<file path="src/mfs_defines.svh">
// constants for the motor fault and status monitor
`ifndef MFS_DEFINES_SVH
`define MFS_DEFINES_SVH

// ************************************************************
// register indices, byte address is four times the index
// ************************************************************
`define MFS_AW           12
`define MFS_IDX_CTRL     8'h10
`define MFS_IDX_THERMAL  8'h11
`define MFS_IDX_FLWMAX   8'h12
`define MFS_IDX_PRFMAX   8'h13
`define MFS_IDX_TEMPLIM  8'h14
`define MFS_IDX_PLIMLO   8'h15
`define MFS_IDX_PLIMHI   8'h16
`define MFS_IDX_UVPOL    8'h17
`define MFS_IDX_WINDOW   8'h18
`define MFS_IDX_OVLIM    8'h19
`define MFS_IDX_UVCUT    8'h1a
`define MFS_IDX_SPDLIM   8'h1b
`define MFS_IDX_SETTLE   8'h22
`define MFS_IDX_STATUS   8'h23

// ************************************************************
// status word bit positions
// ************************************************************
`define MFS_B_THERMAL    0
`define MFS_B_FOLLOW     1
`define MFS_B_PROFILE    2
`define MFS_B_DUMP       3
`define MFS_B_INPOS      4
`define MFS_B_ACCEL      5
`define MFS_B_DECEL      6
`define MFS_B_SOFTLIM    7
`define MFS_B_TEMP       8
`define MFS_B_UVFAULT    9
`define MFS_B_UVLIVE     10
`define MFS_B_OVER_V     11
`define MFS_B_PHASE_I    12
`define MFS_B_SPEED      13
`define MFS_B_OVERRIDE   14
`define MFS_B_ENCODER    15
`define MFS_B_LEGACY     16
`define MFS_B_CTRL_SUP   17
`define MFS_ERR_MASK     32'h0002_bb8f
`define MFS_NOCLR_MASK   32'h0002_9000
`define MFS_C_CLEAR      0
`define MFS_C_VMODE      1
`define MFS_P_UVENABLE   0

// ************************************************************
// reset values and thresholds
// ************************************************************
`define MFS_RST_SETTLE   32'h0000_0003
`define MFS_RST_WINDOW   32'h0000_0064
`define MFS_RST_OVLIM    16'h01c2
`define MFS_RST_UVCUT    16'h0050
`define MFS_RST_SPDLIM   32'h0000_1000
`define MFS_CTRL_MIN_MV  16'h2ee0
`define MFS_UV_HYS_NUM   19'h5
`define MFS_UV_HYS_DEN   19'h4

// ************************************************************
// timing
// ************************************************************
`define MFS_CLK_NS       5
`define MFS_UV_HOLD_NS   1000000000
`define MFS_UV_HOLD_CYC  (`MFS_UV_HOLD_NS / `MFS_CLK_NS)
`define MFS_UV_TW        28
`define MFS_AVG_DEPTH    16

`endif

</file>
<file path="src/mfs_pkg.sv">
// types shared by the motor fault and status monitor
`include "mfs_defines.svh"
`default_nettype none

package mfs_pkg;
    // one sample of the controller measurements
    typedef struct packed {
        logic signed [31:0] position;
        logic signed [31:0] target_position;
        logic signed [31:0] measured_velocity;
        logic signed [31:0] target_velocity;
        logic signed [31:0] following_deviation;
        logic signed [31:0] profile_deviation;
        logic [15:0]        motor_thermal_energy;
        logic [15:0]        drive_temperature;
        logic [15:0]        bus_voltage;
        logic [15:0]        control_voltage_mv;
        logic               dump_resistor_hot;
    } mfs_meas_t;

    // software configuration
    typedef struct packed {
        logic               vel_mode;
        logic [15:0]        thermal_energy_limit;
        logic [31:0]        following_deviation_max;
        logic [31:0]        profile_deviation_max;
        logic [15:0]        temperature_limit;
        logic signed [31:0] plim_lo;
        logic signed [31:0] plim_hi;
        logic [31:0]        undervoltage_policy;
        logic [31:0]        position_tolerance_window;
        logic [15:0]        ov_limit;
        logic [15:0]        uv_cutoff;
        logic [31:0]        speed_limit;
        logic [31:0]        settle_sample_count;
    } mfs_cfg_t;
endpackage

`default_nettype wire

</file>
<file path="src/mfs_monitor.sv">
// motor fault and status supervision with apb register access
//
// Our own choice: the APB slave port.
`include "mfs_defines.svh"
`default_nettype none

// ************************************************************
// Overview of operation
// - in-position asserts after condition holds settle_sample_count samples, default 3
// - position condition: target distance below the tolerance window
// - bit 0 set when thermal energy exceeds its limit
// - bit 1 set on following deviation above max, never when max zero
// - bit 2 set on profile deviation above max, never when max zero
// - bit 3 set when dump resistor is dangerously hot
// - bit 4 shows settled position, or reached velocity in velocity mode
// - bit 5 set when signed velocity falls between samples
// - bit 6 set when signed velocity rises between samples
// - bit 7 set when position passes either soft limit
// - bit 8 set when drive temperature exceeds its limit
// - bit 9 undervoltage fault only while policy bit 0 is one
// - bit 10 live undervoltage, clears after one second with hysteresis
// - bit 11 set when bus voltage exceeds overvoltage threshold
// - bit 12 phase overcurrent, cleared only by reset
// - bit 13 set when sixteen-sample speed average exceeds limit
// - bit 14 override keeps motion allowed, self-clears back in range
// - bit 15 encoder fault, cleared only by reset
// - bit 16 is unused and always zero
// - bit 17 control supply below 12 V, cleared only by reset
// ************************************************************

module mfs_monitor
    import mfs_pkg::*;
#(
    parameter int UV_HOLD_CYC = `MFS_UV_HOLD_CYC,
    parameter int AVG_DEPTH   = `MFS_AVG_DEPTH
) (
    // clock and reset
    input  wire logic              CLOCK,
    input  wire logic              RESETN,
    // apb slave
    input  wire logic              PSEL,
    input  wire logic              PENABLE,
    input  wire logic              PWRITE,
    input  wire logic [`MFS_AW-1:0] PADDR,
    input  wire logic [31:0]       PWDATA,
    output logic      [31:0]       PRDATA,
    output logic                   PREADY,
    output logic                   PSLVERR,
    // measurements from the motion controller
    input  wire logic              SAMPLE,
    input  wire mfs_meas_t         MEAS,
    // asynchronous fault pins
    input  wire logic              AC_MISSING,
    input  wire logic              PHASE_OVERCURRENT,
    input  wire logic              ENCODER_FAULT,
    // status outputs
    output logic      [31:0]       STATUS,
    output logic                   FAULT,
    output logic                   MOTION_INHIBIT
);

    typedef struct packed {
        mfs_cfg_t               cfg;
        logic [31:0]            status;
        logic [31:0]            settle_cnt;
        logic signed [31:0]     prev_vel;
        logic [`MFS_UV_TW-1:0]  uv_timer;
        logic [31:0]            prdata;
        logic                   pready;
        logic                   pslverr;
        logic                   fault;
        logic                   inhibit;
    } mfs_state_t;

    mfs_state_t         st;
    mfs_state_t         next_st;
    logic [2:0]         pins;
    logic [31:0]        avg_speed;
    logic [7:0]         idx;
    logic               acc;
    logic               wr;
    logic               clear;
    logic [31:0]        set;
    logic [31:0]        keep;
    logic               cond;
    logic               outside;
    logic               uv_cond;
    logic               uv_high;
    logic [32:0]        pos_err;
    logic [32:0]        vel_err;

    // ************************************************************
    // helpers
    // ************************************************************
    function automatic logic mapped(input logic [7:0] i);
        return i inside {[`MFS_IDX_CTRL:`MFS_IDX_SPDLIM], `MFS_IDX_SETTLE, `MFS_IDX_STATUS};
    endfunction

    function automatic logic [32:0] mag33(input logic signed [32:0] x);
        return x[32] ? 33'(-x) : 33'(x);
    endfunction

    function automatic logic signed [32:0] diff33(input logic signed [31:0] a,
                                                  input logic signed [31:0] b);
        return {a[31], a} - {b[31], b};
    endfunction

    // ************************************************************
    // submodules
    // ************************************************************
    mfs_sync #(
        .N (3)
    ) u_sync (
        .clk   (CLOCK),
        .rst_n (RESETN),
        .d     ({AC_MISSING, PHASE_OVERCURRENT, ENCODER_FAULT}),
        .q     (pins)
    );

    mfs_speed_avg #(
        .W     (32),
        .DEPTH (AVG_DEPTH)
    ) u_avg (
        .clk    (CLOCK),
        .rst_n  (RESETN),
        .sample (SAMPLE),
        .vel    (MEAS.measured_velocity),
        .avg    (avg_speed)
    );

    // ************************************************************
    // next state
    // ************************************************************
    always_comb begin
        next_st = st;
        idx     = PADDR[9:2];
        acc     = PSEL && PENABLE && !st.pready;
        wr      = PSEL && PENABLE && PWRITE && st.pready && mapped(idx);
        clear   = wr && idx == `MFS_IDX_CTRL && PWDATA[`MFS_C_CLEAR];
        set     = '0;
        pos_err = mag33(diff33(MEAS.position, MEAS.target_position));
        vel_err = mag33(diff33(MEAS.measured_velocity, MEAS.target_velocity));
        outside = MEAS.position < st.cfg.plim_lo || MEAS.position > st.cfg.plim_hi;
        uv_cond = pins[2] || MEAS.bus_voltage < st.cfg.uv_cutoff;
        uv_high = 19'(MEAS.bus_voltage) * `MFS_UV_HYS_DEN >
                  19'(st.cfg.uv_cutoff) * `MFS_UV_HYS_NUM;
        // the settle condition depends on the operating mode
        cond    = st.cfg.vel_mode ? vel_err < {1'b0, st.cfg.position_tolerance_window}
                                  : pos_err < {1'b0, st.cfg.position_tolerance_window};

        // apb answer one cycle into the access phase
        next_st.pready  = acc;
        next_st.pslverr = acc && !mapped(idx);
        if (acc) begin
            unique case (idx)
                `MFS_IDX_CTRL:    next_st.prdata = 32'(st.cfg.vel_mode) << `MFS_C_VMODE;
                `MFS_IDX_THERMAL: next_st.prdata = 32'(st.cfg.thermal_energy_limit);
                `MFS_IDX_FLWMAX:  next_st.prdata = st.cfg.following_deviation_max;
                `MFS_IDX_PRFMAX:  next_st.prdata = st.cfg.profile_deviation_max;
                `MFS_IDX_TEMPLIM: next_st.prdata = 32'(st.cfg.temperature_limit);
                `MFS_IDX_PLIMLO:  next_st.prdata = st.cfg.plim_lo;
                `MFS_IDX_PLIMHI:  next_st.prdata = st.cfg.plim_hi;
                `MFS_IDX_UVPOL:   next_st.prdata = st.cfg.undervoltage_policy;
                `MFS_IDX_WINDOW:  next_st.prdata = st.cfg.position_tolerance_window;
                `MFS_IDX_OVLIM:   next_st.prdata = 32'(st.cfg.ov_limit);
                `MFS_IDX_UVCUT:   next_st.prdata = 32'(st.cfg.uv_cutoff);
                `MFS_IDX_SPDLIM:  next_st.prdata = st.cfg.speed_limit;
                `MFS_IDX_SETTLE:  next_st.prdata = st.cfg.settle_sample_count;
                `MFS_IDX_STATUS:  next_st.prdata = st.status;
                default:          next_st.prdata = '0;
            endcase
        end

        // configuration writes take effect at the sampled pready edge
        if (wr) begin
            unique case (idx)
                `MFS_IDX_CTRL:    next_st.cfg.vel_mode = PWDATA[`MFS_C_VMODE];
                `MFS_IDX_THERMAL: next_st.cfg.thermal_energy_limit = PWDATA[15:0];
                `MFS_IDX_FLWMAX:  next_st.cfg.following_deviation_max = PWDATA;
                `MFS_IDX_PRFMAX:  next_st.cfg.profile_deviation_max = PWDATA;
                `MFS_IDX_TEMPLIM: next_st.cfg.temperature_limit = PWDATA[15:0];
                `MFS_IDX_PLIMLO:  next_st.cfg.plim_lo = PWDATA;
                `MFS_IDX_PLIMHI:  next_st.cfg.plim_hi = PWDATA;
                `MFS_IDX_UVPOL:   next_st.cfg.undervoltage_policy = PWDATA;
                `MFS_IDX_WINDOW:  next_st.cfg.position_tolerance_window = PWDATA;
                `MFS_IDX_OVLIM:   next_st.cfg.ov_limit = PWDATA[15:0];
                `MFS_IDX_UVCUT:   next_st.cfg.uv_cutoff = PWDATA[15:0];
                `MFS_IDX_SPDLIM:  next_st.cfg.speed_limit = PWDATA;
                `MFS_IDX_SETTLE:  next_st.cfg.settle_sample_count = PWDATA;
                default:          next_st.cfg = st.cfg;
            endcase
        end

        // fault events from the sampled measurements and from the synchronised fault pins
        if (SAMPLE) begin
            set[`MFS_B_THERMAL] = MEAS.motor_thermal_energy > st.cfg.thermal_energy_limit;
            set[`MFS_B_FOLLOW]  = st.cfg.following_deviation_max != '0 &&
                mag33(33'(MEAS.following_deviation)) >
                {1'b0, st.cfg.following_deviation_max};
            set[`MFS_B_PROFILE] = st.cfg.profile_deviation_max != '0 &&
                mag33(33'(MEAS.profile_deviation)) >
                {1'b0, st.cfg.profile_deviation_max};
            set[`MFS_B_DUMP]    = MEAS.dump_resistor_hot;
            set[`MFS_B_SOFTLIM] = outside;
            set[`MFS_B_TEMP]    = MEAS.drive_temperature > st.cfg.temperature_limit;
            set[`MFS_B_UVFAULT] = uv_cond && st.cfg.undervoltage_policy[`MFS_P_UVENABLE];
            set[`MFS_B_OVER_V]  = MEAS.bus_voltage > st.cfg.ov_limit;
            set[`MFS_B_SPEED]   = avg_speed > st.cfg.speed_limit;
            set[`MFS_B_CTRL_SUP] = MEAS.control_voltage_mv < `MFS_CTRL_MIN_MV;
        end
        set[`MFS_B_PHASE_I] = pins[1];
        set[`MFS_B_ENCODER] = pins[0];

        // sticky errors, a new event wins over a clear in the same cycle
        keep = st.status & (clear ? `MFS_NOCLR_MASK : `MFS_ERR_MASK);
        next_st.status = (keep | set) & `MFS_ERR_MASK;

        // settle counter and live motion flags
        if (SAMPLE) begin
            next_st.prev_vel = MEAS.measured_velocity;
            if (!cond) begin
                next_st.settle_cnt = '0;
            end else if (st.settle_cnt < st.cfg.settle_sample_count) begin
                next_st.settle_cnt = st.settle_cnt + 32'h1;
            end
        end
        next_st.status[`MFS_B_INPOS] = cond &&
            next_st.settle_cnt >= st.cfg.settle_sample_count;
        next_st.status[`MFS_B_ACCEL] = SAMPLE ? MEAS.measured_velocity < st.prev_vel
                                               : st.status[`MFS_B_ACCEL];
        next_st.status[`MFS_B_DECEL] = SAMPLE ? MEAS.measured_velocity > st.prev_vel
                                               : st.status[`MFS_B_DECEL];

        // live undervoltage with hold-off and hysteresis
        next_st.status[`MFS_B_UVLIVE] = st.status[`MFS_B_UVLIVE];
        next_st.uv_timer = '0;
        if (uv_cond) begin
            next_st.status[`MFS_B_UVLIVE] = 1'b1;
        end else if (st.status[`MFS_B_UVLIVE] && uv_high) begin
            next_st.uv_timer = `MFS_UV_TW'(st.uv_timer + 1'b1);
            if (st.uv_timer == `MFS_UV_TW'(UV_HOLD_CYC - 1)) begin
                next_st.status[`MFS_B_UVLIVE] = 1'b0;
                next_st.uv_timer = '0;
            end
        end

        // override is set by software and dropped back inside the range
        next_st.status[`MFS_B_OVERRIDE] = st.status[`MFS_B_OVERRIDE] && outside;
        if (wr && idx == `MFS_IDX_STATUS && PWDATA[`MFS_B_OVERRIDE]) begin
            next_st.status[`MFS_B_OVERRIDE] = 1'b1;
        end
        next_st.status[`MFS_B_LEGACY] = 1'b0;

        next_st.fault   = |(next_st.status & `MFS_ERR_MASK);
        next_st.inhibit = outside && !next_st.status[`MFS_B_OVERRIDE];
    end

    // ************************************************************
    // state register
    // ************************************************************
    always_ff @(posedge CLOCK or negedge RESETN) begin
        if (!RESETN) begin
            st <= '0;
            st.cfg.settle_sample_count <= `MFS_RST_SETTLE;
            st.cfg.position_tolerance_window <= `MFS_RST_WINDOW;
            st.cfg.ov_limit <= `MFS_RST_OVLIM;
            st.cfg.uv_cutoff <= `MFS_RST_UVCUT;
            st.cfg.speed_limit <= `MFS_RST_SPDLIM;
        end else begin
            st <= next_st;
        end
    end

    // outputs straight from the state register
    assign PRDATA         = st.prdata;
    assign PREADY         = st.pready;
    assign PSLVERR        = st.pslverr;
    assign STATUS         = st.status;
    assign FAULT          = st.fault;
    assign MOTION_INHIBIT = st.inhibit;
endmodule

`default_nettype wire

</file>
<file path="src/mfs_sync.sv">
// two-stage synchroniser for asynchronous fault pins
`default_nettype none

module mfs_sync #(
    parameter int N = 1
) (
    // clock and reset
    input  wire logic         clk,
    input  wire logic         rst_n,
    // pins and synchronised copy
    input  wire logic [N-1:0] d,
    output logic      [N-1:0] q
);
    typedef struct packed {
        logic [N-1:0] s1;
        logic [N-1:0] s2;
    } mfs_sync_t;

    mfs_sync_t st;
    mfs_sync_t next_st;

    // first stage feeds only the second
    always_comb begin
        next_st.s1 = d;
        next_st.s2 = st.s1;
    end

    // register the state
    always_ff @(posedge clk or negedge rst_n) begin
        if (!rst_n) begin
            st <= '0;
        end else begin
            st <= next_st;
        end
    end

    assign q = st.s2;
endmodule

`default_nettype wire

</file>
<file path="src/mfs_speed_avg.sv">
// running average of speed magnitude over a window of samples
`default_nettype none

module mfs_speed_avg #(
    parameter int W     = 32,
    parameter int DEPTH = 16
) (
    // clock and reset
    input  wire logic                clk,
    input  wire logic                rst_n,
    // sample input
    input  wire logic                sample,
    input  wire logic signed [W-1:0] vel,
    // average of magnitudes
    output logic             [W-1:0] avg
);
    localparam int LG = $clog2(DEPTH);

    typedef struct packed {
        logic [LG-1:0]  ptr;
        logic [W+LG-1:0] sum;
    } mfs_avg_t;

    mfs_avg_t       st;
    mfs_avg_t       next_st;
    logic [W-1:0]   hist [DEPTH];
    logic [W-1:0]   mag;

    // replace the oldest magnitude in the running sum
    always_comb begin
        mag     = vel[W-1] ? W'(-vel) : W'(vel);
        next_st = st;
        if (sample) begin
            next_st.ptr = LG'(st.ptr + 1'b1);
            next_st.sum = st.sum - (W+LG)'(hist[st.ptr]) + (W+LG)'(mag);
        end
    end

    // register the state
    always_ff @(posedge clk or negedge rst_n) begin
        if (!rst_n) begin
            st <= '0;
        end else begin
            st <= next_st;
        end
    end

    // sample history, cleared so the first sums are honest
    always_ff @(posedge clk or negedge rst_n) begin
        if (!rst_n) begin
            for (int i = 0; i < DEPTH; i++) begin
                hist[i] <= '0;
            end
        end else if (sample) begin
            hist[st.ptr] <= mag;
        end
    end

    assign avg = W'(st.sum >> LG);
endmodule

`default_nettype wire

</file>
<file path="config.mk">
export PLATFORM = sky130hd
export DESIGN_NAME = mfs_monitor
export DESIGN_NICKNAME = d
export VERILOG_FILES = /design/src/mfs_pkg.sv /design/src/mfs_monitor.sv /design/src/mfs_sync.sv /design/src/mfs_speed_avg.sv
export VERILOG_INCLUDE_DIRS = /design/src
export SDC_FILE = /design/constraint.sdc
export NUM_CORES = 2
export LEC_CHECK = 0
export ABC_AREA = 1
export BUFFER_PORTS_ARGS = -buffer_cell sky130_fd_sc_hd__buf_2
export CAP_MARGIN = 0
export CORE_UTILIZATION = 50
export CTS_BUF_LIST = sky130_fd_sc_hd__clkbuf_16
export CTS_CLUSTER_DIAMETER = 60
export CTS_CLUSTER_SIZE = 24
export DETAILED_ROUTE_END_ITERATION = 8
export GPL_TIMING_DRIVEN = 0
export PLACE_DENSITY = 0.68
export SYNTH_ARGS = -nofsm -noshare
export SYNTH_HDL_FRONTEND = slang
export SYNTH_HIERARCHICAL = 1
export SYNTH_SLANG_ARGS = --single-unit
</file>
<file path="constraint.sdc">
create_clock -name CLOCK -period 6.9 [get_ports CLOCK]
set_input_delay 0.69 -clock CLOCK [delete_from_list [all_inputs] [get_ports CLOCK]]
set_output_delay 0.69 -clock CLOCK [all_outputs]
set_load 0.05 [all_outputs]
</file>
; After elaboration in Yosys (flattened, before gate mapping)
; Cells that the tools add are included.
[word_totals]
memories = 0
out_inout_bits = 68
ramBits = 0
romBits = 0
latchBits = 0
ff_bits = 1024
wordCells = 169
[op_classes]
n_lt_le_gt_ge = 21
n_div = 0
n_shift = 0
reduce_logical = 44
multipliers = 1
n_eq_ne = 15
n_addsub = 12
bitwise = 3
muxes = 29
[ops]
columns = cell, n
row1 = $bwmux W512, 1
row2 = $pmux W32 S14, 1
row3 = $mux W32, 6
row4 = $mux W33, 4
row5 = $bmux W32 S4, 1
row6 = $demux W32 S4, 1
row7 = $eq A8 B5 Y1 const B, 12
row8 = $gt A32 B32 Y1, 3
row9 = $lt A32 B32 Y1, 3
row10 = $mux W28, 3
row11 = $gt A33 B32 Y1, 2
row12 = $lt A33 B32 Y1, 2
row13 = $neg A32 Y33, 2
row14 = $neg A33 Y33, 2
row15 = $sub A32 B32 Y33, 2
row16 = $mux W64, 1
row17 = $reduce_bool A32 Y1, 2
row18 = $gt A16 B16 Y1, 3
row19 = $add A36 B32 Y36, 1
row20 = $sub A36 B32 Y36, 1
row21 = $add A32 B1 Y32 const B, 1
row22 = $ge A32 B32 Y1, 1
row23 = $neg A32 Y32, 1
row24 = $add A28 B1 Y28 const B, 1
row25 = 25 further kinds, 68

; Depth between registers and ports, before layout
[depth]
word_depth = 10
mapped_depth = 50
depth_no_buf = 49

; By module
; Netlist, hierarchy kept.
[modules_own_cells]
columns = module, cells_each, area_per_inst_um2, instances
row1 = mfs_monitor, 5727, 39823.2, 1
row2 = mfs_speed_avg, 3806, 29136.7, 1
row3 = mfs_sync, 6, 150.1, 1

; Worst setup path before layout
; OpenSTA, ideal clock, no wires.
[synth_timing]
kind = in2reg
from = input MEAS[161] in the netlist's numbering
to = register st, in the netlist STATUS[4]
path_buffers = 3
t_required_ps = 6777
cell_stages = 46
path_slack_ps = 1441
setup_ps = 123
arrival_time_ps = 5336
cell_sequence = inv_1 -> ha_1 -> fa_1 -> inv_1 -> nand3_1 -> nand3_2 -> nand2_1 -> nand2_1 -> nand2_1 -> nand2_1 -> nand2_1 -> nand2_1 -> nand2_1 -> nand2_1 -> buf_2 -> buf_1 -> nand2_1 -> xor2_1 -> [10 not listed] -> nand2_1 -> nand2_1 -> a21oi_1 -> nand2_2 -> nand3_4 -> buf_6 -> nand2_1 -> inv_1 -> ha_1 -> a21oi_1 -> nor2_1 -> a211oi_1 -> o21a_1 -> o21ai_0 -> nand4_1 -> nand2_1 -> a21oi_1 -> a21oi_1
[synth_rtl]
columns = element, line
row1 = start: declaration, mfs_monitor.sv:51  ; input wire mfs_meas_t MEAS,
row2 = end signal: assignment, mfs_monitor.sv:270  ; st <= next_st;
row3 = end: declaration, mfs_monitor.sv:75  ; mfs_state_t st;

==> flow_summary.ini <==
[run_status]
status = finished with violations
violations = capacitance limit, slew limit

[setup_path]
slowest_delay_ns = 0.42
end_kind = register
worstReg2RegStart = u_avg/st[36]$_DFFE_PN0P_
cp_common_cell = nand2_1
cp_max_fo = 10
r2r_cells = 18
path_class = primary input to register
reg2reg_slack_ns = 1.11
start_kind = primary input
reg2reg_to = u_avg/avg[30]$_DFFE_PN0P_
worstPathRequired_ns = 7.56
cp.arrival_ns = 7.10
slowest_stage = fa_1

[final_layout]
multiInputGateArea_um2 = 36400
num-nets-final = 10907
final_util_pct = 56.4
drive_above_1_share_pct = 9.18
area_growth_pct = 12.0
layout.cells.non_filler = 11925
fillCellCount = 13391
register_area_um2 = 25600

[floorplanning]
die_h_um = 374
dieArea_um2 = 140000
coreArea_um2 = 137000
rows = 136
start_util_pct = 50.3
die_width_um = 374
io_pins = 378

[sta]
rsz0062_at_grt = false
slew_headroom_pct = -2.53
setup_viol = 0
clock.fmax_mhz = 155
fin_crit_ns = 6.44
min_period_over_period_pct = 93.3
hold_viol = 0
tightest_slew_ns = 1.54
fin_skew_ns = 0.0339
drv_slew = 11
timing.hold.ws_ns = 0.0591
fin_tns_setup_ns = 0
fin_ws_ns = 0.464

[job]
maxCapViolCount = 4

[logic_synthesis]
yosysTopAreaCell = dfrtp_1
yosys_warnings = 6
syn_inst = 9539
synth_top_area_share_pct = 36.6
synth_edf_count = 0
synth_area_leaders = dfrtp_1 (37%), nand2_1 (14%), ha_1 (9.7%)
ys_ff_latch = 1024
ys_seq_area_share_pct = 37.1
syn_area_per_cell_um2 = 7.24
synth_async_sr_flop_share_pct = 100
netlist_area_um2 = 69100
synth-main-ff-cell = dfrtp_1
synth_cell_types = 63

[pwr]
p_leak_nw = 38.6
ir_worst_vdd_mv = 0.372
swShare_pct = 47.8
pwr-share-clk_pct = 21.0
p_comb_share_pct = 50.9
p_seq_share_pct = 28.1
switchingPower_w = 0.0145
power_density_nw_per_um2 = 392
internal_power_w = 0.0158

[global_route]
grt_usage_pct = 41.3
grt_pass1_vias = 65348
grt_first_pass_wirelength_um = 427000
grt_max_degree = 155
grt_overflow = 0
antenna_found_initial = 14

[worst_hold_path]
hold_path_end = u_sync/next_st[1]$_DFF_PN0_
hold_class = primary input to register
min_from = PHASE_OVERCURRENT
min_path_cells = 1

[drt]
drt_iter0_markers = 8031
drt_first_pass_iters = 8
viasPerCell = 5.79
drc = 0
routedWlPerCell_um = 24.5
wl_um = 292000
ant_nets = 0
via_count = 69023

[clock_network]
tritoncts = done
insertion_delay_ns = 0.76
cts_made_buffers = 106
clock-sinks = 1024
clockBufferDepth = 3
htreeDepth = 3
ctsRootBufferMaster = clkbuf_16
clk_pin_slew_ns = 0.06

[placement]
hpwl_um = 229000
dp.cells = 11711
dp_slack_ns = -0.683
portBuffers = 353
place_congestion = 1.07
worst max path at each step:
stage	startpoint	end	slack [ns]	depth (start not counted)
2_1_floorplan	MEAS[161]	STATUS[4]$_DFF_PN0_	1.44	46
3_5_place_dp	MEAS[161]	STATUS[4]$_DFF_PN0_	-0.68	48
5_1_grt	MEAS[225]	STATUS[4]$_DFF_PN0_	0.005	48
4_1_cts	MEAS[161]	STATUS[4]$_DFF_PN0_	0.07	48
6_report	MEAS[161]	STATUS[4]$_DFF_PN0_	0.46	48
3_3_place_gp	RESETN	st[69]$_DFFE_PN0P_	-17.84	1
critical path: cells and delay by family:
kind	cells	cell delay [ns]
fa+ha+maj	4	1.27
simple gates	29	2.85
compound gates	7	1.00
xor+xnor	1	0.16
buf+inv	7	1.11
per-layer routing:
layer | global-route usage, % | vias to the layer above | routed length [um]
met4 | 32.5 | 4 | 26500
met2 | 62.8 | 3733 | 126000
li1 | - | 31776 | -
met5 | 0 | - | 27
met3 | 7.76 | 920 | 27000
met1 | 51.7 | 32590 | 112000
synthesized netlist by cell type, types with 6 or more instances:
cell type and count:
nand3b_1 29, dfstp_2 12, o21ai_1 117, o22ai_1 147, a221oi_1 23, buf_1 6
o21ai_2 9, nor2_1 716, nand2_2 36, o21a_1 9, o211ai_1 18, or2_2 9
buf_2 76, o21ai_0 1050, xnor2_1 58, nor4_1 44, fa_1 35, dfrtp_1 1012
nand2_1 2657, nand3_1 247, nor3_1 95, clkbuf_1 265, or3_1 9, xor2_1 160
buf_4 110, o2111ai_1 13, nand3_2 9, nor2_2 20, o221ai_1 24, ha_1 534
a21oi_1 436, nand4_1 122, or2_0 8, a41oi_1 6, clkinv_1 8, inv_2 38
inv_1 1260, o21bai_1 15, xor2_2 7, a31oi_1 12, a2111oi_0 9, a211oi_1 13
power groups by stage:
stage	Clock, W	Combinational, W	Sequential (W)
4_1_cts	0.00641	0.0150	0.00848
3_3_place_gp	0	0.0147	0.00857
6_report	0.00636	0.0155	0.00853
3_5_place_dp	0	0.0149	0.00857
5_1_grt	0.00663	0.0171	0.00866
2_1_floorplan	0	0.0102	0.00825
cells by family (layout without fill, tap and decap cells):
kind of cell | after synthesis | in the layout | share of synthesized area (%)
flops | 1024 | 1024 | 37.1
other cells | 1 | 25 | 0.00543
simple gates | 4026 | 4026 | 23.8
fa+ha+maj | 569 | 569 | 10.7
compound gates | 1919 | 1919 | 14.9
xor+xnor | 231 | 231 | 3.09
buf+inv | 1769 | 2337 | 10.4
placed cells by master (no fill, tap or decap), types with 13 or more instances in the layout:
master and n:
nand4_1 122, o21bai_1 15, nand2_1 2655, fa_1 35
o21ai_1 118, o221ai_1 24, nand3b_1 29, ha_1 534
dfrtp_1 1012, nor3_1 94, o21ai_0 1049, o22ai_1 147
conb_1 15, a211oi_1 13, clkbuf_1 263, a21oi_1 435
a221oi_1 23, xnor2_1 58, nand3_1 244, nand2_2 36
inv_8 18, inv_6 18, o2111ai_1 13, buf_2 428
clkinv_8 20, nor4_1 44, xor2_1 160, inv_1 1261
clkbuf_16 110, o211ai_1 18, nor2_2 25, nor2_1 710
inv_2 38, buf_4 112
stage by stage:
| step | area (um^2) | power [W] |
|---|---|---|
| finish | 77400 | 0.0303 |
| global route | 77400 | 0.0324 |
| CTS | 77300 | 0.0299 |
| detailed placement | 73400 | 0.0235 |
| global placement | 73200 | 0.0232 |
| floorplan | 69200 | 0.0184 |
registers in the layout, summed over array words and instances, names as in the netlist:
| name | cells |
|---|---|
| PREADY | 1 |
| st | 413 |
| MOTION_INHIBIT | 1 |
| u_avg/st | 8 |
| PSLVERR | 1 |
| u_avg/avg | 32 |
| FAULT | 1 |
| u_sync/q | 3 |
| PRDATA | 32 |
| STATUS | 17 |
| u_avg/hist | 512 |
| u_sync/next_st | 3 |
what timing repair did:
| item | 4_1_cts | 5_1_grt |
|---|---|---|
| hold buffers | 1 | 0 |
| endpoints found under the setup margin | 0 | 1 |
| buffers inserted | 0 | 1 |
| resized for setup | 0 | 27 |
| endpoints found under the hold margin | 66 | 0 |
final cells by class:
type | instances | share of cell area (%)
flip-flops and latches | 1024 | 33.1
repair buffers | 367 | 2.62
diodes | 10 | 0.0323
clock inverters | 91 | 1.45
inverters | 1306 | 6.33
clock buffers | 110 | 3.56
well taps | 1794 | 2.90
multi-input cells | 6760 | 47.0
plain buffers | 463 | 2.97
Power figures use the tool's default switching activity.
